## src/inc/gec_pkg.sv

```systemverilog
// shared constants and types of the drawing engine register bank
package gec_pkg;
    // ================================================================
    // register byte offsets
    localparam logic [15:0] GEC_OFF_DEST_Y  = 16'h8ae8;
    localparam logic [15:0] GEC_OFF_DEST_X  = 16'h8ee8;
    localparam logic [15:0] GEC_OFF_ERR     = 16'h92e8;
    localparam logic [15:0] GEC_OFF_MAJOR   = 16'h96e8;
    localparam logic [15:0] GEC_OFF_STATUS  = 16'h9ae8;
    localparam logic [15:0] GEC_OFF_SSV     = 16'h9ee8;
    localparam logic [15:0] GEC_OFF_BG      = 16'ha2e8;
    localparam logic [15:0] GEC_OFF_FG      = 16'ha6e8;
    localparam logic [15:0] GEC_OFF_WMASK   = 16'haae8;
    localparam logic [15:0] GEC_OFF_RMASK   = 16'haee8;
    localparam logic [15:0] GEC_OFF_CMP     = 16'hb2e8;
    localparam logic [15:0] GEC_OFF_BMIX    = 16'hb6e8;
    localparam logic [15:0] GEC_OFF_FMIX    = 16'hbae8;
    localparam logic [15:0] GEC_OFF_MF      = 16'hbee8;
    localparam logic [15:0] GEC_OFF_SYSCFG  = 16'h0040;
    // ================================================================
    // multifunction indices, held in write data bits 15-12
    localparam logic [3:0]  GEC_MF_MINOR    = 4'h0;
    localparam logic [3:0]  GEC_MF_TOP      = 4'h1;
    localparam logic [3:0]  GEC_MF_LEFT     = 4'h2;
    localparam logic [3:0]  GEC_MF_MISC     = 4'he;
    localparam logic [3:0]  GEC_MF_RDSEL    = 4'hf;
    // read-back selector codes
    localparam logic [2:0]  GEC_RB_MINOR    = 3'h0;
    localparam logic [2:0]  GEC_RB_TOP      = 3'h1;
    localparam logic [2:0]  GEC_RB_LEFT     = 3'h2;
    localparam logic [2:0]  GEC_RB_MISC     = 3'h3;
    localparam logic [2:0]  GEC_RB_MAJOR    = 3'h4;
    // ================================================================
    // field positions and reset value
    localparam int          GEC_ST_BUSY     = 9;
    localparam int          GEC_ST_EMPTY    = 10;
    localparam int          GEC_CFG_EN      = 0;
    localparam logic [31:0] GEC_RST         = 32'h0000_0000;
    // ================================================================
    // decoded drawing command
    typedef struct packed {
        logic [2:0] ctype;
        logic       swap;
        logic       rsvd;
        logic [1:0] bus_size;
        logic       wait_host;
        logic [2:0] dir;
        logic       draw;
        logic       radial;
        logic       skip_last;
        logic       across;
        logic       one;
    } gec_cmd_t;
    // one short-stroke vector
    typedef struct packed {
        logic [2:0] dir;
        logic       draw;
        logic [3:0] len_m1;
    } gec_vec_t;
endpackage
```

## src/hdl/gec_regs.sv

```systemverilog
// apb register bank of the 2d drawing engine
`timescale 1ns/1ps
`default_nettype none
module gec_regs
    import gec_pkg::*;
(
    // clock and reset
    input  wire logic        clk_i,
    input  wire logic        resetn_i,
    // apb slave
    input  wire logic        psel_i,
    input  wire logic        penable_i,
    input  wire logic        pwrite_i,
    input  wire logic [15:0] paddr_i,
    input  wire logic [31:0] pwdata_i,
    output var  logic [31:0] prdata_o,
    output var  logic        pready_o,
    output var  logic        pslverr_o,
    // engine state
    input  wire logic [12:0] fifo_free_i,
    input  wire logic        engine_busy_i,
    input  wire logic        fifo_empty_i,
    // command and stroke strobes
    output var  gec_cmd_t    cmd_o,
    output var  logic        cmd_valid_o,
    output var  gec_vec_t    vec1_o,
    output var  gec_vec_t    vec2_o,
    output var  logic        vec_valid_o,
    // geometry and mixes
    output var  logic [13:0] dest_y_o,
    output var  logic [13:0] dest_x_o,
    output var  logic [13:0] err_term_o,
    output var  logic [11:0] major_o,
    output var  logic [11:0] minor_o,
    output var  logic [11:0] clip_top_o,
    output var  logic [11:0] clip_left_o,
    output var  logic [11:0] mf_misc_o,
    output var  logic [6:0]  bg_mix_o,
    output var  logic [6:0]  fg_mix_o,
    // pixel datapath
    input  wire logic [31:0] pix_new_i,
    input  wire logic [31:0] bitmap_i,
    output var  logic [31:0] pix_wr_o,
    output var  logic [31:0] pix_rd_o,
    output var  logic        cmp_match_o,
    output var  logic [31:0] bg_colour_o,
    output var  logic [31:0] fg_colour_o
);
    // ================================================================
    // bus decode
    logic        setup;
    logic        access;
    logic        wr;
    logic        en_reg;
    logic [2:0]  rdsel_reg;
    logic [31:0] wmask_reg;
    logic [31:0] rmask_reg;
    logic [31:0] cmp_reg;
    logic [31:0] prdata_next;
    logic        err_next;

    assign setup    = psel_i & ~penable_i;
    assign access   = psel_i & penable_i;
    assign wr       = access & pwrite_i & en_reg;
    // read data is latched in setup, so the answer needs no wait
    assign pready_o = 1'b1;

    function automatic logic [31:0] rb_mux(input logic [2:0] sel);
        case (sel)
            GEC_RB_MINOR: rb_mux = {20'h0, minor_o};
            GEC_RB_TOP:   rb_mux = {20'h0, clip_top_o};
            GEC_RB_LEFT:  rb_mux = {20'h0, clip_left_o};
            GEC_RB_MISC:  rb_mux = {20'h0, mf_misc_o};
            GEC_RB_MAJOR: rb_mux = {20'h0, major_o};
            default:      rb_mux = 32'h0;
        endcase
    endfunction

    always_comb begin
        prdata_next = GEC_RST;
        err_next    = ~en_reg;
        case (paddr_i)
            GEC_OFF_SYSCFG: begin
                prdata_next = {31'h0, en_reg};
                err_next    = 1'b0;
            end
            GEC_OFF_DEST_Y: prdata_next = {18'h0, dest_y_o};
            GEC_OFF_DEST_X: prdata_next = {18'h0, dest_x_o};
            GEC_OFF_ERR:    prdata_next = {18'h0, err_term_o};
            GEC_OFF_MAJOR:  prdata_next = {20'h0, major_o};
            GEC_OFF_STATUS: prdata_next = {16'h0, fifo_free_i[12:8],
                fifo_empty_i, engine_busy_i, 1'b0,
                fifo_free_i[7:0]};
            GEC_OFF_SSV:    prdata_next = GEC_RST;
            GEC_OFF_BG:     prdata_next = bg_colour_o;
            GEC_OFF_FG:     prdata_next = fg_colour_o;
            GEC_OFF_WMASK:  prdata_next = wmask_reg;
            GEC_OFF_RMASK:  prdata_next = rmask_reg;
            GEC_OFF_CMP:    prdata_next = cmp_reg;
            GEC_OFF_BMIX:   prdata_next = GEC_RST;
            GEC_OFF_FMIX:   prdata_next = GEC_RST;
            GEC_OFF_MF:     prdata_next = rb_mux(rdsel_reg);
            default:        err_next    = 1'b1;
        endcase
        if (~en_reg && paddr_i != GEC_OFF_SYSCFG) begin
            prdata_next = GEC_RST;
        end
    end

    always_ff @(posedge clk_i or negedge resetn_i) begin
        if (!resetn_i) begin
            prdata_o  <= GEC_RST;
            pslverr_o <= 1'b0;
        end else if (setup) begin
            prdata_o  <= pwrite_i ? GEC_RST : prdata_next;
            pslverr_o <= err_next;
        end
    end

    // ================================================================
    // system configuration: the only register alive while disabled
    always_ff @(posedge clk_i or negedge resetn_i) begin
        if (!resetn_i) begin
            en_reg <= 1'b0;
        end else if (access && pwrite_i && paddr_i == GEC_OFF_SYSCFG) begin
            en_reg <= pwdata_i[GEC_CFG_EN];
        end
    end

    // ================================================================
    // geometry registers
    always_ff @(posedge clk_i or negedge resetn_i) begin
        if (!resetn_i) begin
            dest_y_o   <= 14'h0;
            dest_x_o   <= 14'h0;
            err_term_o <= 14'h0;
            major_o    <= 12'h0;
        end else if (wr) begin
            case (paddr_i)
                GEC_OFF_DEST_Y: dest_y_o   <= pwdata_i[13:0];
                GEC_OFF_DEST_X: dest_x_o   <= pwdata_i[13:0];
                GEC_OFF_ERR:    err_term_o <= pwdata_i[13:0];
                GEC_OFF_MAJOR:  major_o    <= pwdata_i[11:0];
                default: ;
            endcase
        end
    end

    // ================================================================
    // drawing command: a write on the status address
    always_ff @(posedge clk_i or negedge resetn_i) begin
        if (!resetn_i) begin
            cmd_o       <= gec_cmd_t'(16'h0);
            cmd_valid_o <= 1'b0;
        end else begin
            cmd_valid_o <= wr && paddr_i == GEC_OFF_STATUS;
            if (wr && paddr_i == GEC_OFF_STATUS) begin
                // bit 0 is passed on as written; software keeps it one
                cmd_o <= gec_cmd_t'(pwdata_i[15:0]);
            end
        end
    end

    // ================================================================
    // short-stroke vectors
    always_ff @(posedge clk_i or negedge resetn_i) begin
        if (!resetn_i) begin
            vec1_o      <= gec_vec_t'(8'h0);
            vec2_o      <= gec_vec_t'(8'h0);
            vec_valid_o <= 1'b0;
        end else begin
            vec_valid_o <= wr && paddr_i == GEC_OFF_SSV;
            if (wr && paddr_i == GEC_OFF_SSV) begin
                vec1_o <= gec_vec_t'(pwdata_i[7:0]);
                vec2_o <= gec_vec_t'(pwdata_i[15:8]);
            end
        end
    end

    // ================================================================
    // colours, masks and mixes
    always_ff @(posedge clk_i or negedge resetn_i) begin
        if (!resetn_i) begin
            bg_colour_o <= GEC_RST;
            fg_colour_o <= GEC_RST;
            wmask_reg   <= GEC_RST;
            rmask_reg   <= GEC_RST;
            cmp_reg     <= GEC_RST;
            bg_mix_o    <= 7'h0;
            fg_mix_o    <= 7'h0;
        end else if (wr) begin
            case (paddr_i)
                GEC_OFF_BG:    bg_colour_o <= pwdata_i;
                GEC_OFF_FG:    fg_colour_o <= pwdata_i;
                GEC_OFF_WMASK: wmask_reg   <= pwdata_i;
                GEC_OFF_RMASK: rmask_reg   <= pwdata_i;
                GEC_OFF_CMP:   cmp_reg     <= pwdata_i;
                // reserved bit 4 is kept zero
                GEC_OFF_BMIX:  bg_mix_o <= {pwdata_i[6:5], 1'b0, pwdata_i[3:0]};
                GEC_OFF_FMIX:  fg_mix_o <= {pwdata_i[6:5], 1'b0, pwdata_i[3:0]};
                default: ;
            endcase
        end
    end

    // ================================================================
    // multifunction address, steered by the index nibble
    always_ff @(posedge clk_i or negedge resetn_i) begin
        if (!resetn_i) begin
            minor_o     <= 12'h0;
            clip_top_o  <= 12'h0;
            clip_left_o <= 12'h0;
            mf_misc_o   <= 12'h0;
            rdsel_reg   <= 3'h0;
        end else if (wr && paddr_i == GEC_OFF_MF) begin
            case (pwdata_i[15:12])
                GEC_MF_MINOR: minor_o     <= pwdata_i[11:0];
                GEC_MF_TOP:   clip_top_o  <= pwdata_i[11:0];
                GEC_MF_LEFT:  clip_left_o <= pwdata_i[11:0];
                GEC_MF_MISC:  mf_misc_o   <= pwdata_i[11:0];
                GEC_MF_RDSEL: rdsel_reg   <= pwdata_i[2:0];
                default: ;
            endcase
        end
    end

    // ================================================================
    // pixel datapath, one cycle behind its inputs
    always_ff @(posedge clk_i or negedge resetn_i) begin
        if (!resetn_i) begin
            pix_wr_o    <= GEC_RST;
            pix_rd_o    <= GEC_RST;
            cmp_match_o <= 1'b0;
        end else begin
            pix_wr_o    <= (pix_new_i & wmask_reg) | (bitmap_i & ~wmask_reg);
            pix_rd_o    <= bitmap_i & rmask_reg;
            cmp_match_o <= bitmap_i == cmp_reg;
        end
    end

    logic rd_setup;
    assign rd_setup = setup & ~pwrite_i & en_reg;
endmodule
`default_nettype wire

```

## config.mk

```make
export PLATFORM = sky130hd
export DESIGN_NAME = gec_regs
export DESIGN_NICKNAME = d
export VERILOG_FILES = /design/src/inc/gec_pkg.sv /design/src/hdl/gec_regs.sv
export SDC_FILE = /design/constraint.sdc
export NUM_CORES = 1
export LEC_CHECK = 0
export ABC_CLOCK_PERIOD_IN_PS = 3040
export BUFFER_PORTS_ARGS = -buffer_cell sky130_fd_sc_hd__buf_2
export CORE_ASPECT_RATIO = 1.2
export CORE_UTILIZATION = 55
export CTS_BUF_LIST = sky130_fd_sc_hd__clkbuf_2
export CTS_CLUSTER_SIZE = 8
export DETAILED_ROUTE_END_ITERATION = 7
export PLACE_DENSITY_LB_ADDON = 0.1
export RECOVER_POWER = 100
export SYNTH_ARGS = -nofsm -noshare
export SYNTH_HDL_FRONTEND = slang
export SYNTH_SLANG_ARGS = --single-unit
```

## constraint.sdc

```tcl
create_clock -name clk_i -period 3.04 [get_ports clk_i]
set_clock_uncertainty 0.2 [all_clocks]
set_input_delay 0 -clock clk_i [delete_from_list [all_inputs] [get_ports clk_i]]
set_output_delay 0 -clock clk_i [all_outputs]
set_load 0.005 [all_outputs]
```

Word level (Yosys, flattened, before mapping)
Index checks and enable logic that the tools add are counted.
{ "totals": {"reg_bits": 410, "inputBits": 132, "output_inout_bits": 313, "elab_cells": 107} }
{ "classes": {"n_eq_ne": 25, "n_mux": 5, "n_bitwise": 11, "reduce_logical": 25} }
{ "op_table": {"columns": ["cell", "count"], "rows": [
  ["32-bit one-hot mux with 12 select lines", 1],
  ["16-bit == test, second input constant", 14],
  ["32-bit AND", 3],
  ["32-bit 2-to-1 mux", 2],
  ["12-bit one-hot mux with 5 select lines", 1],
  ["32-bit == test", 1],
  ["32-bit inverter", 1],
  ["32-bit OR", 1],
  ["2-bit AND reduction", 16],
  ["16-bit by 7-bit == test with 1-bit output, second input constant", 1],
  ["16-bit by 7-bit != test with 1-bit output, second input constant", 1],
  ["14-bit OR reduction", 1],
  ["4-bit == test, second input constant", 2],
  ["3-bit by 2-bit == test with 1-bit output, second input constant", 2],
  ["1-bit logical AND", 6],
  ["1-bit AND", 4],
  ["4-bit by 1-bit == test with 1-bit output, second input constant", 1],
  ["4-bit by 2-bit == test with 1-bit output, second input constant", 1],
  ["4-bit zero test", 1],
  ["3-bit by 1-bit == test with 1-bit output, second input constant", 1],
  ["3-bit == test, second input constant", 1],
  ["3-bit zero test", 1],
  ["1-bit inverter", 2],
  ["1-bit one-hot mux with 2 select lines", 1]
]} }

Longest topological paths before layout
Gate-level depths: netlist of the first run.
{ "logic_depth": {"ltp_word": 5, "mapped_depth": 9, "mapped_depth_nobuf": 6} }

Least setup slack after synthesis of the first run
Ideal clock, no wire load.
{ "synth_timing": {"path_kind": "register to register", "start": "register rdsel_reg[0]", "end": "register prdata_o[6]", "setup_time_ps": 137, "t_arrival_ps": 1894, "t_required_ps": 2703, "slack_ps": 809, "stages_incl_launch_ff": 8, "n_path_buf": 2, "synth_period_minus_slack_ps": 2231, "cell_sequence": "dfrtp_1 -> clkbuf_1 -> clkbuf_1 -> mux2_2 -> a21oi_1 -> o22ai_1 -> a222oi_1 -> a22oi_1"} }
{ "synth_via": {"elab_chain_cells": 5, "elab_cells_between_ends": 9, "cone_classes": "eq/ne: 4; mux: 4; reduce/logical: 1"} }
{ "synth_rtl": {"columns": ["element", "line", "text"], "rows": [
  ["start: declaration", "gec_regs.sv:55", "logic [2:0] rdsel_reg;"],
  ["start signal: assignment", "gec_regs.sv:221", "GEC_MF_RDSEL: rdsel_reg <= pwdata_i[2:0];"],
  ["3-bit == test (tied with other cells)", "gec_regs.sv:69", "case (sel)"],
  ["12-bit one-hot mux with 5 select lines (*)", "gec_regs.sv:69", null],
  ["32-bit one-hot mux with 12 select lines (*)", "gec_regs.sv:82", "case (paddr_i)"],
  ["32-bit 2-to-1 mux (*)", "gec_regs.sv:105", "if (~en_reg && paddr_i != GEC_OFF_SYSCFG) begin"],
  ["32-bit 2-to-1 mux (*)", "gec_regs.sv:115", "prdata_o <= pwrite_i ? GEC_RST : prdata_next;"],
  ["end signal: assignment", "gec_regs.sv:115", null],
  ["end: declaration", "gec_regs.sv:16", "output var logic [31:0] prdata_o,"]
]} }
Every way passes the cells marked *; elsewhere a longest branch is shown, timed or not.
A chain may end at the register's enable or synchronous reset.

Worst setup path in the final report of the first run
{ "layout_timing": {"start": "input port paddr_i[13]", "end": "register rmask_reg[3]"} }
{ "layout_via": {"elab_chain_cells": 2} }
{ "layout_rtl": {"columns": ["element", "line", "text"], "rows": [
  ["start: declaration", "gec_regs.sv:14", "input wire logic [15:0] paddr_i,"],
  ["16-bit == test", "gec_regs.sv:192", "case (paddr_i)"],
  ["2-bit AND reduction (no source line)", null, null],
  ["end signal: assignment", "gec_regs.sv:196", "GEC_OFF_RMASK: rmask_reg <= pwdata_i;"],
  ["end: declaration", "gec_regs.sv:57", "logic [31:0] rmask_reg;"]
]} }
Every way passes these cells.

==> results.ini, run 1 <==
[status]
status = completed

[floorplan]
rows = 72
core-area_sq_mm = 0.03225
die_area_sq_mm = 0.03350
die_w_microns = 167.3
initial_core_util_pct = 55.89
die_h_microns = 200.3
pin_count = 445

[synth]
synth_area_per_cell_sq_um = 13.37
synthTopCellsByArea = dfrtp_1 (57%), mux2_2 (20%), a22oi_1 (1.8%)
synth_seq_cells = 410
yosysUniqueCellTypes = 63
synth_edf_count = 0
syn_inst = 1348
ys_async_sr_fraction_pct = 100.0
yosys.area.top_type_share_pct = 56.92
synth_warnings = 0
syn_area_sq_mm = 0.01802
yosysTopAreaCell = dfrtp_1
synth_ff_type = dfrtp_1
ys_seq_area_share_pct = 56.92

[worst_setup_path]
path_max_fanout = 31
cp.required_ns = 3.67
arrival_ns = 3.62
reg2reg_slack_ns = 0.05
crit_path_end_kind = register
critical_path.startpoint = paddr_i[13]
r2r_end = wmask_reg[5]
crit_type = primary input to register
critPathLaunchType = primary input
reg2reg_depth = 6
r2r_start = en_reg
crit_end = rmask_reg[3]

[drt]
wl_per_cell_microns = 25.03
vias_per_cell = 5.971
drc = 0
first_pass_iters = 7
dr.first_iter.drc_count = 1648
wl_mm = 66.40
antenna_left = 0
vias = 15840

[flow_run]
drv_cap = 0

[grt]
busiest_layer = met2
globalRouteMet2Util_pct = 66.84
use_met1_pct = 48.20
gr-usage-met3_pct = 8.931
grt_pass1_wl_mm = 100.3
grt_max_degree = 89
first_global_vias = 16750
grtUsageTotal_pct = 39.97
overflow = 0
antenna_found_initial = 3

[layout]
layout.cells.non_filler = 2653
final_common_cell = dfrtp_1
mostFrequentLayoutCells = dfrtp_1 (409), dlygate4sd3_1 (320), mux2_2 (316)
area_delta_synth_final_pct = 36.14
final_nets = 2314
layout-drive-gt1-share_pct = 34.69

[cts]
clk_pin_slew_ns = 0.10
clockBufferDepth = 3
insertion_delay_ns = 1.00
htreeDepth = 3
root_buffer = clkbuf_2
cts_tree = built
clock-sinks = 410
cts_buffers = 99
post_cts_buffers = 0

[sta]
finalCriticalPeriod_ns = 2.993
fmax_mhz = 334.1
slew_viol_final = 0
worst_slew_pin_slew_ns = 1.135
layout_setup_ws_ns = 0.04669
setup_violations = 0
min_period_over_period_pct = 98.46
hold_viol = 0
tns_ns = 0
rsz0062_at_grt = false
relSlewSlack_pct = 24.35

[power]
powerDensity_mw_per_mm2 = 393.8
swShare_pct = 27.19
p_comb_share_pct = 8.2
p_leak_nw = 12.10
sequentialPowerShare_pct = 56.7
ir_worst_vdd_mv = 0.2891
p_int_mw = 7.037
p_sw_mw = 2.627
power_frac_clock_pct = 35.1

[place]
port_buffers = 441
dp_hpwl_mm = 42.35
place_congestion = 0.9282
dp_slack_ns = 0.3600
numPlacedInstances = 2167

[worst_hold_path]
min-delay-start = bitmap_i[15]
hp-class = primary input to register

==> power groups by stage <==
| stage | Sequential (mW) | Clock (mW) | Combinational (mW) |
|---|---|---|---|
| 6_report | 5.48 | 3.39 | 0.795 |
| 4_1_cts | 5.48 | 3.41 | 0.785 |
| 3_3_place_gp | 5.58 | 0 | 0.473 |
| 2_1_floorplan | 5.59 | 0 | 0.119 |
| 5_1_grt | 5.48 | 3.69 | 0.847 |
| 3_5_place_dp | 5.59 | 0 | 0.478 |
==> final cells by class <==
type,count,area [sq um]
Multi-Input combinational cell,846,7289
Clock buffer,134,670.6
Antenna cell,3,7.507
Clock inverter,28,117.6
Tap cell,407,509.2
Sequential cell,410,10260
Timing Repair Buffer,823,5675
Fill cell,2278,7712
Inverter,2,7.507
==> synthesized netlist by cell type (3+ instances only) <==
master and number:
nor2_1 18, and3_1 41, and2_1 40, a222oi_1 32, nor3_1 10, a22oi_1 44, buf_1 5, clkbuf_1 40
a2bb2oi_1 4, nor4_2 3, o21ai_0 16, buf_2 31, nor3_2 6, o22ai_1 12, a221oi_1 4, nand3_1 11
mux2_4 10, nor4_1 17, nand2b_1 3, mux2i_1 4, a2111oi_0 5, nand2_1 78, a21oi_1 15, dfrtp_1 410
o21ai_1 8, nor2b_1 6, xor2_1 32, a32oi_1 14, and4_1 6, a22o_1 5, mux2_1 29, mux2_2 317
nor3b_1 12, buf_4 11, buf_6 3, nand4_1 11
==> stage by stage <==
stage / power [mW] / cell area [sq um] / hold slack [ns] / utilization [%]
after detailed placement: 6.064 / 20960 / -0.1634 / 64.98
after CTS: 9.675 / 24990 / 0.001456 / 77.47
after global placement: 6.057 / 20960 / -0.1678 / 64.98
final: 9.664 / 24540 / 0.03144 / 76.09
after floorplan: 5.710 / 18030 / -0.4956 / -
after global routing: 10.02 / 24540 / 0.03462 / 76.09
==> routing by layer <==
layer | wire length (microns) | up-vias
met5 | 0 | -
met4 | 3493 | 0
met3 | 5613 | 213
met2 | 32760 | 950
met1 | 24530 | 7961
li1 | - | 6716
==> worst min path at each step <==
| stage | end | slack [ns] | cells after the start |
|---|---|---|---|
| after global routing | cmp_match_o | 0.03 | 6 |
| after floorplan | bg_colour_o[0] | -0.50 | 0 |
| after CTS | cmd_valid_o | 0.001 | 4 |
| after detailed placement | pix_rd_o[29] | -0.16 | 1 |
| final | cmp_match_o | 0.03 | 6 |
| after global placement | fg_colour_o[29] | -0.17 | 1 |
==> cells by family (layout without fill, tap and decap cells) <==
kind of cell / Yosys count / after routing / share of synthesized area, %
muxes: 360 / 360 / 22.67
buffers and inverters: 93 / 987 / 2.513
AOI/OAI and AO/OA: 167 / 167 / 7.032
other: 2 / 6 / 0.04166
xor gates and xnor gates: 33 / 33 / 1.604
and+or+nand+nor: 283 / 283 / 9.219
DFF: 410 / 410 / 56.92
==> critical path: stages <==
cell and delay (ns):
dlygate4sd3_1 0.57, buf_2 0.36, nand4bb_1 0.13, dlygate4sd3_1 0.56
buf_4 0.19, nor4_1 0.31, and2_2 0.19, dlygate4sd3_1 0.64
buf_12 0.25, mux2_2 0.36
==> repair_timing <==
item / in CTS / in global routing
endpoints found under the hold margin: 820 / 0
hold buffers: 322 / 0
setup endpoints to repair: 0 / 11
gates resized for setup: 0 / 3
(Power assumes the default switching activity.)
==> inputs of run 2 (changes only) <==
--- a/config.mk
+++ b/config.mk
@@ -7,8 +7,10 @@
 export LEC_CHECK = 0
 export ABC_CLOCK_PERIOD_IN_PS = 3040
 export BUFFER_PORTS_ARGS = -buffer_cell sky130_fd_sc_hd__buf_2
+export CELL_PAD_IN_SITES_DETAIL_PLACEMENT = 1
+export CELL_PAD_IN_SITES_GLOBAL_PLACEMENT = 1
 export CORE_ASPECT_RATIO = 1.2
-export CORE_UTILIZATION = 55
+export CORE_UTILIZATION = 44
 export CTS_BUF_LIST = sky130_fd_sc_hd__clkbuf_2
 export CTS_CLUSTER_SIZE = 8
 export DETAILED_ROUTE_END_ITERATION = 7
==> results.ini, run 2 (synthesis gave the netlist of run 1 again) <==
[layout]
fill_cells = 4348  ; +91%
mostFrequentLayoutCells = dfrtp_1 (409), dlygate4sd3_1 (359), mux2_2 (308)
stdcell_area_sq_mm = 0.02552  ; +4.0%
final_common_cell = dfrtp_1
layout-drive-gt1-share_pct = 33.95  ; -0.74 points
area_delta_synth_final_pct = 41.57
final_nets = 2390  ; +3.3%
layout.cells.non_filler = 2871  ; +8.2%

[sta]
layout_setup_ws_ns = 0.04792  ; +0.001222 ns
min_period_over_period_pct = 98.42  ; about the same
finalCriticalPeriod_ns = 2.992  ; -0.001222 ns
fmax_mhz = 334.2  ; about the same
setup_violations = 0  ; unchanged
rsz0062_at_grt = false
worst_slew_pin_slew_ns = 1.290  ; +0.1550 ns
relSlewSlack_pct = 14.02  ; -10 points
hold_viol = 0  ; unchanged
tns_ns = 0  ; unchanged
slew_viol_final = 0  ; unchanged

[power]
ir_worst_vdd_mv = 0.2764  ; -4.4%
power.total_mw = 10.45  ; +8.1%
p_leak_nw = 12.44  ; +2.8%
powerDensity_mw_per_mm2 = 409.5  ; +4.0%

[drt]
wl_mm = 83.24  ; +25%
vias = 16630  ; +5.0%
dr.first_iter.drc_count = 1129  ; -31%
antenna_left = 0  ; unchanged
vias_per_cell = 5.792  ; -3.0%
wl_per_cell_microns = 28.99  ; +16%
drc = 0  ; unchanged
first_pass_iters = 6  ; -1

[floorplan]
pin_count = 445  ; unchanged
die_area_sq_mm = 0.04178  ; +25%
die_w_microns = 186.8  ; +12%
core-area_sq_mm = 0.04004  ; +24%
die_h_microns = 223.7  ; +12%
initial_core_util_pct = 45.02  ; -11 points
rows = 80  ; +11%

[grt]
antenna_found_initial = 4  ; +1
first_global_vias = 18800  ; +12%
grtUsageTotal_pct = 40.11  ; +0.14 points
grt_pass1_wl_mm = 123.5  ; +23%
overflow = 0  ; unchanged
grt_max_degree = 80  ; -10%

[worst_setup_path]
path_max_fanout = 22  ; -29%
critPathLaunchType = primary input
cp.required_ns = 3.96  ; +0.29 ns
crit_type = primary input to register
crit_path_end_kind = register
reg2reg_slack_ns = 0.05  ; about the same
arrival_ns = 3.91  ; +0.29 ns
reg2reg_depth = 8  ; +2

[cts]
clock-sinks = 410  ; unchanged
cts_buffers = 104  ; +5.1%
insertion_delay_ns = 1.16  ; +0.16 ns
htreeDepth = 3  ; unchanged
clk_pin_slew_ns = 0.13  ; +0.03 ns
clockBufferDepth = 3  ; unchanged
root_buffer = clkbuf_2
cts_tree = built

[worst_hold_path]
hp-class = primary input to register
whs_path_depth = 4  ; -2

[place]
numPlacedInstances = 2320  ; +7.1%
dp_hpwl_mm = 48.67  ; +15%
dp_slack_ns = 0.3714  ; +0.01140 ns
place_congestion = 0.9080  ; -2.2%
port_buffers = 441  ; unchanged
dpl-instance-area_sq_mm = 0.02136  ; +1.9%

[status]
status = completed

[flow_run]
drv_cap = 0  ; unchanged

[run 2: stage by stage]
step / hold WS [ns] / util, %
6_report: 0.06262 / 63.73
5_1_grt: 0.06921 / 63.73
4_1_cts: 0.002354 / 64.87
3_5_place_dp: -0.1461 / 53.35
3_3_place_gp: -0.1519 / 53.35
2_1_floorplan: -0.4956 / -
[run 2: timing repair]
item,4_1_cts,5_1_grt
setup endpoints to repair,0,24
endpoints found under the hold margin,820,0
resized for setup,0,16
hold buffers,364,0
buffers inserted,0,6
[run 2: final cells by class]
class                           instances  area, sq um  share of cell area, %
Multi-Input combinational cell        846         7345                  28.78
Sequential cell                       410        10260                  40.21
Tap cell                              533        666.9                  2.614
Timing Repair Buffer                  894         6271                  24.58
Clock buffer                          145        725.7                  2.844
Clock inverter                         36        227.7                 0.8924
Inverter                                2        7.507                0.02942
Antenna cell                            5        12.51                0.04903
[run 2: worst paths after layout]
check | startpoint | end
setup reg to reg | en_reg | clip_left_o[6]
min in group asynchronous | resetn_i | pix_wr_o[29]
max in group asynchronous | resetn_i | en_reg
hold reg to reg | vec2_o[6] | vec2_o[6]
hold / removal | pwdata_i[18] | bg_colour_o[18]
setup / recovery | paddr_i[1] | prdata_o[14]
[run 2: critical path, cell delays in order]
cell and delay, ns:
dlygate4sd3_1 0.54, buf_2 0.16, nor3_2 0.16, dlygate4sd3_1 0.62, nand4_1 0.11, buf_4 0.18
dlygate4sd3_1 0.65, nor2_2 0.21, buf_12 0.24, a222oi_1 0.13, dlygate4sd3_1 0.60, and2_1 0.18
o21ai_1 0.12
[run 2: report_power, final]
part	switching (mW)	internal [mW]
sequential	0.00999	5.47
clock	2.56	1.55
combinational	0.459	0.402
total	3.03	7.42
[run 2: metal layers]
layer,track usage [%],share of wire [%],up-vias
li1,-,-,6877
met1,43.49,35,8507
met2,71.10,51,942
met3,8.679,7.0,303
met4,25.59,6.4,0
met5,0,0,-
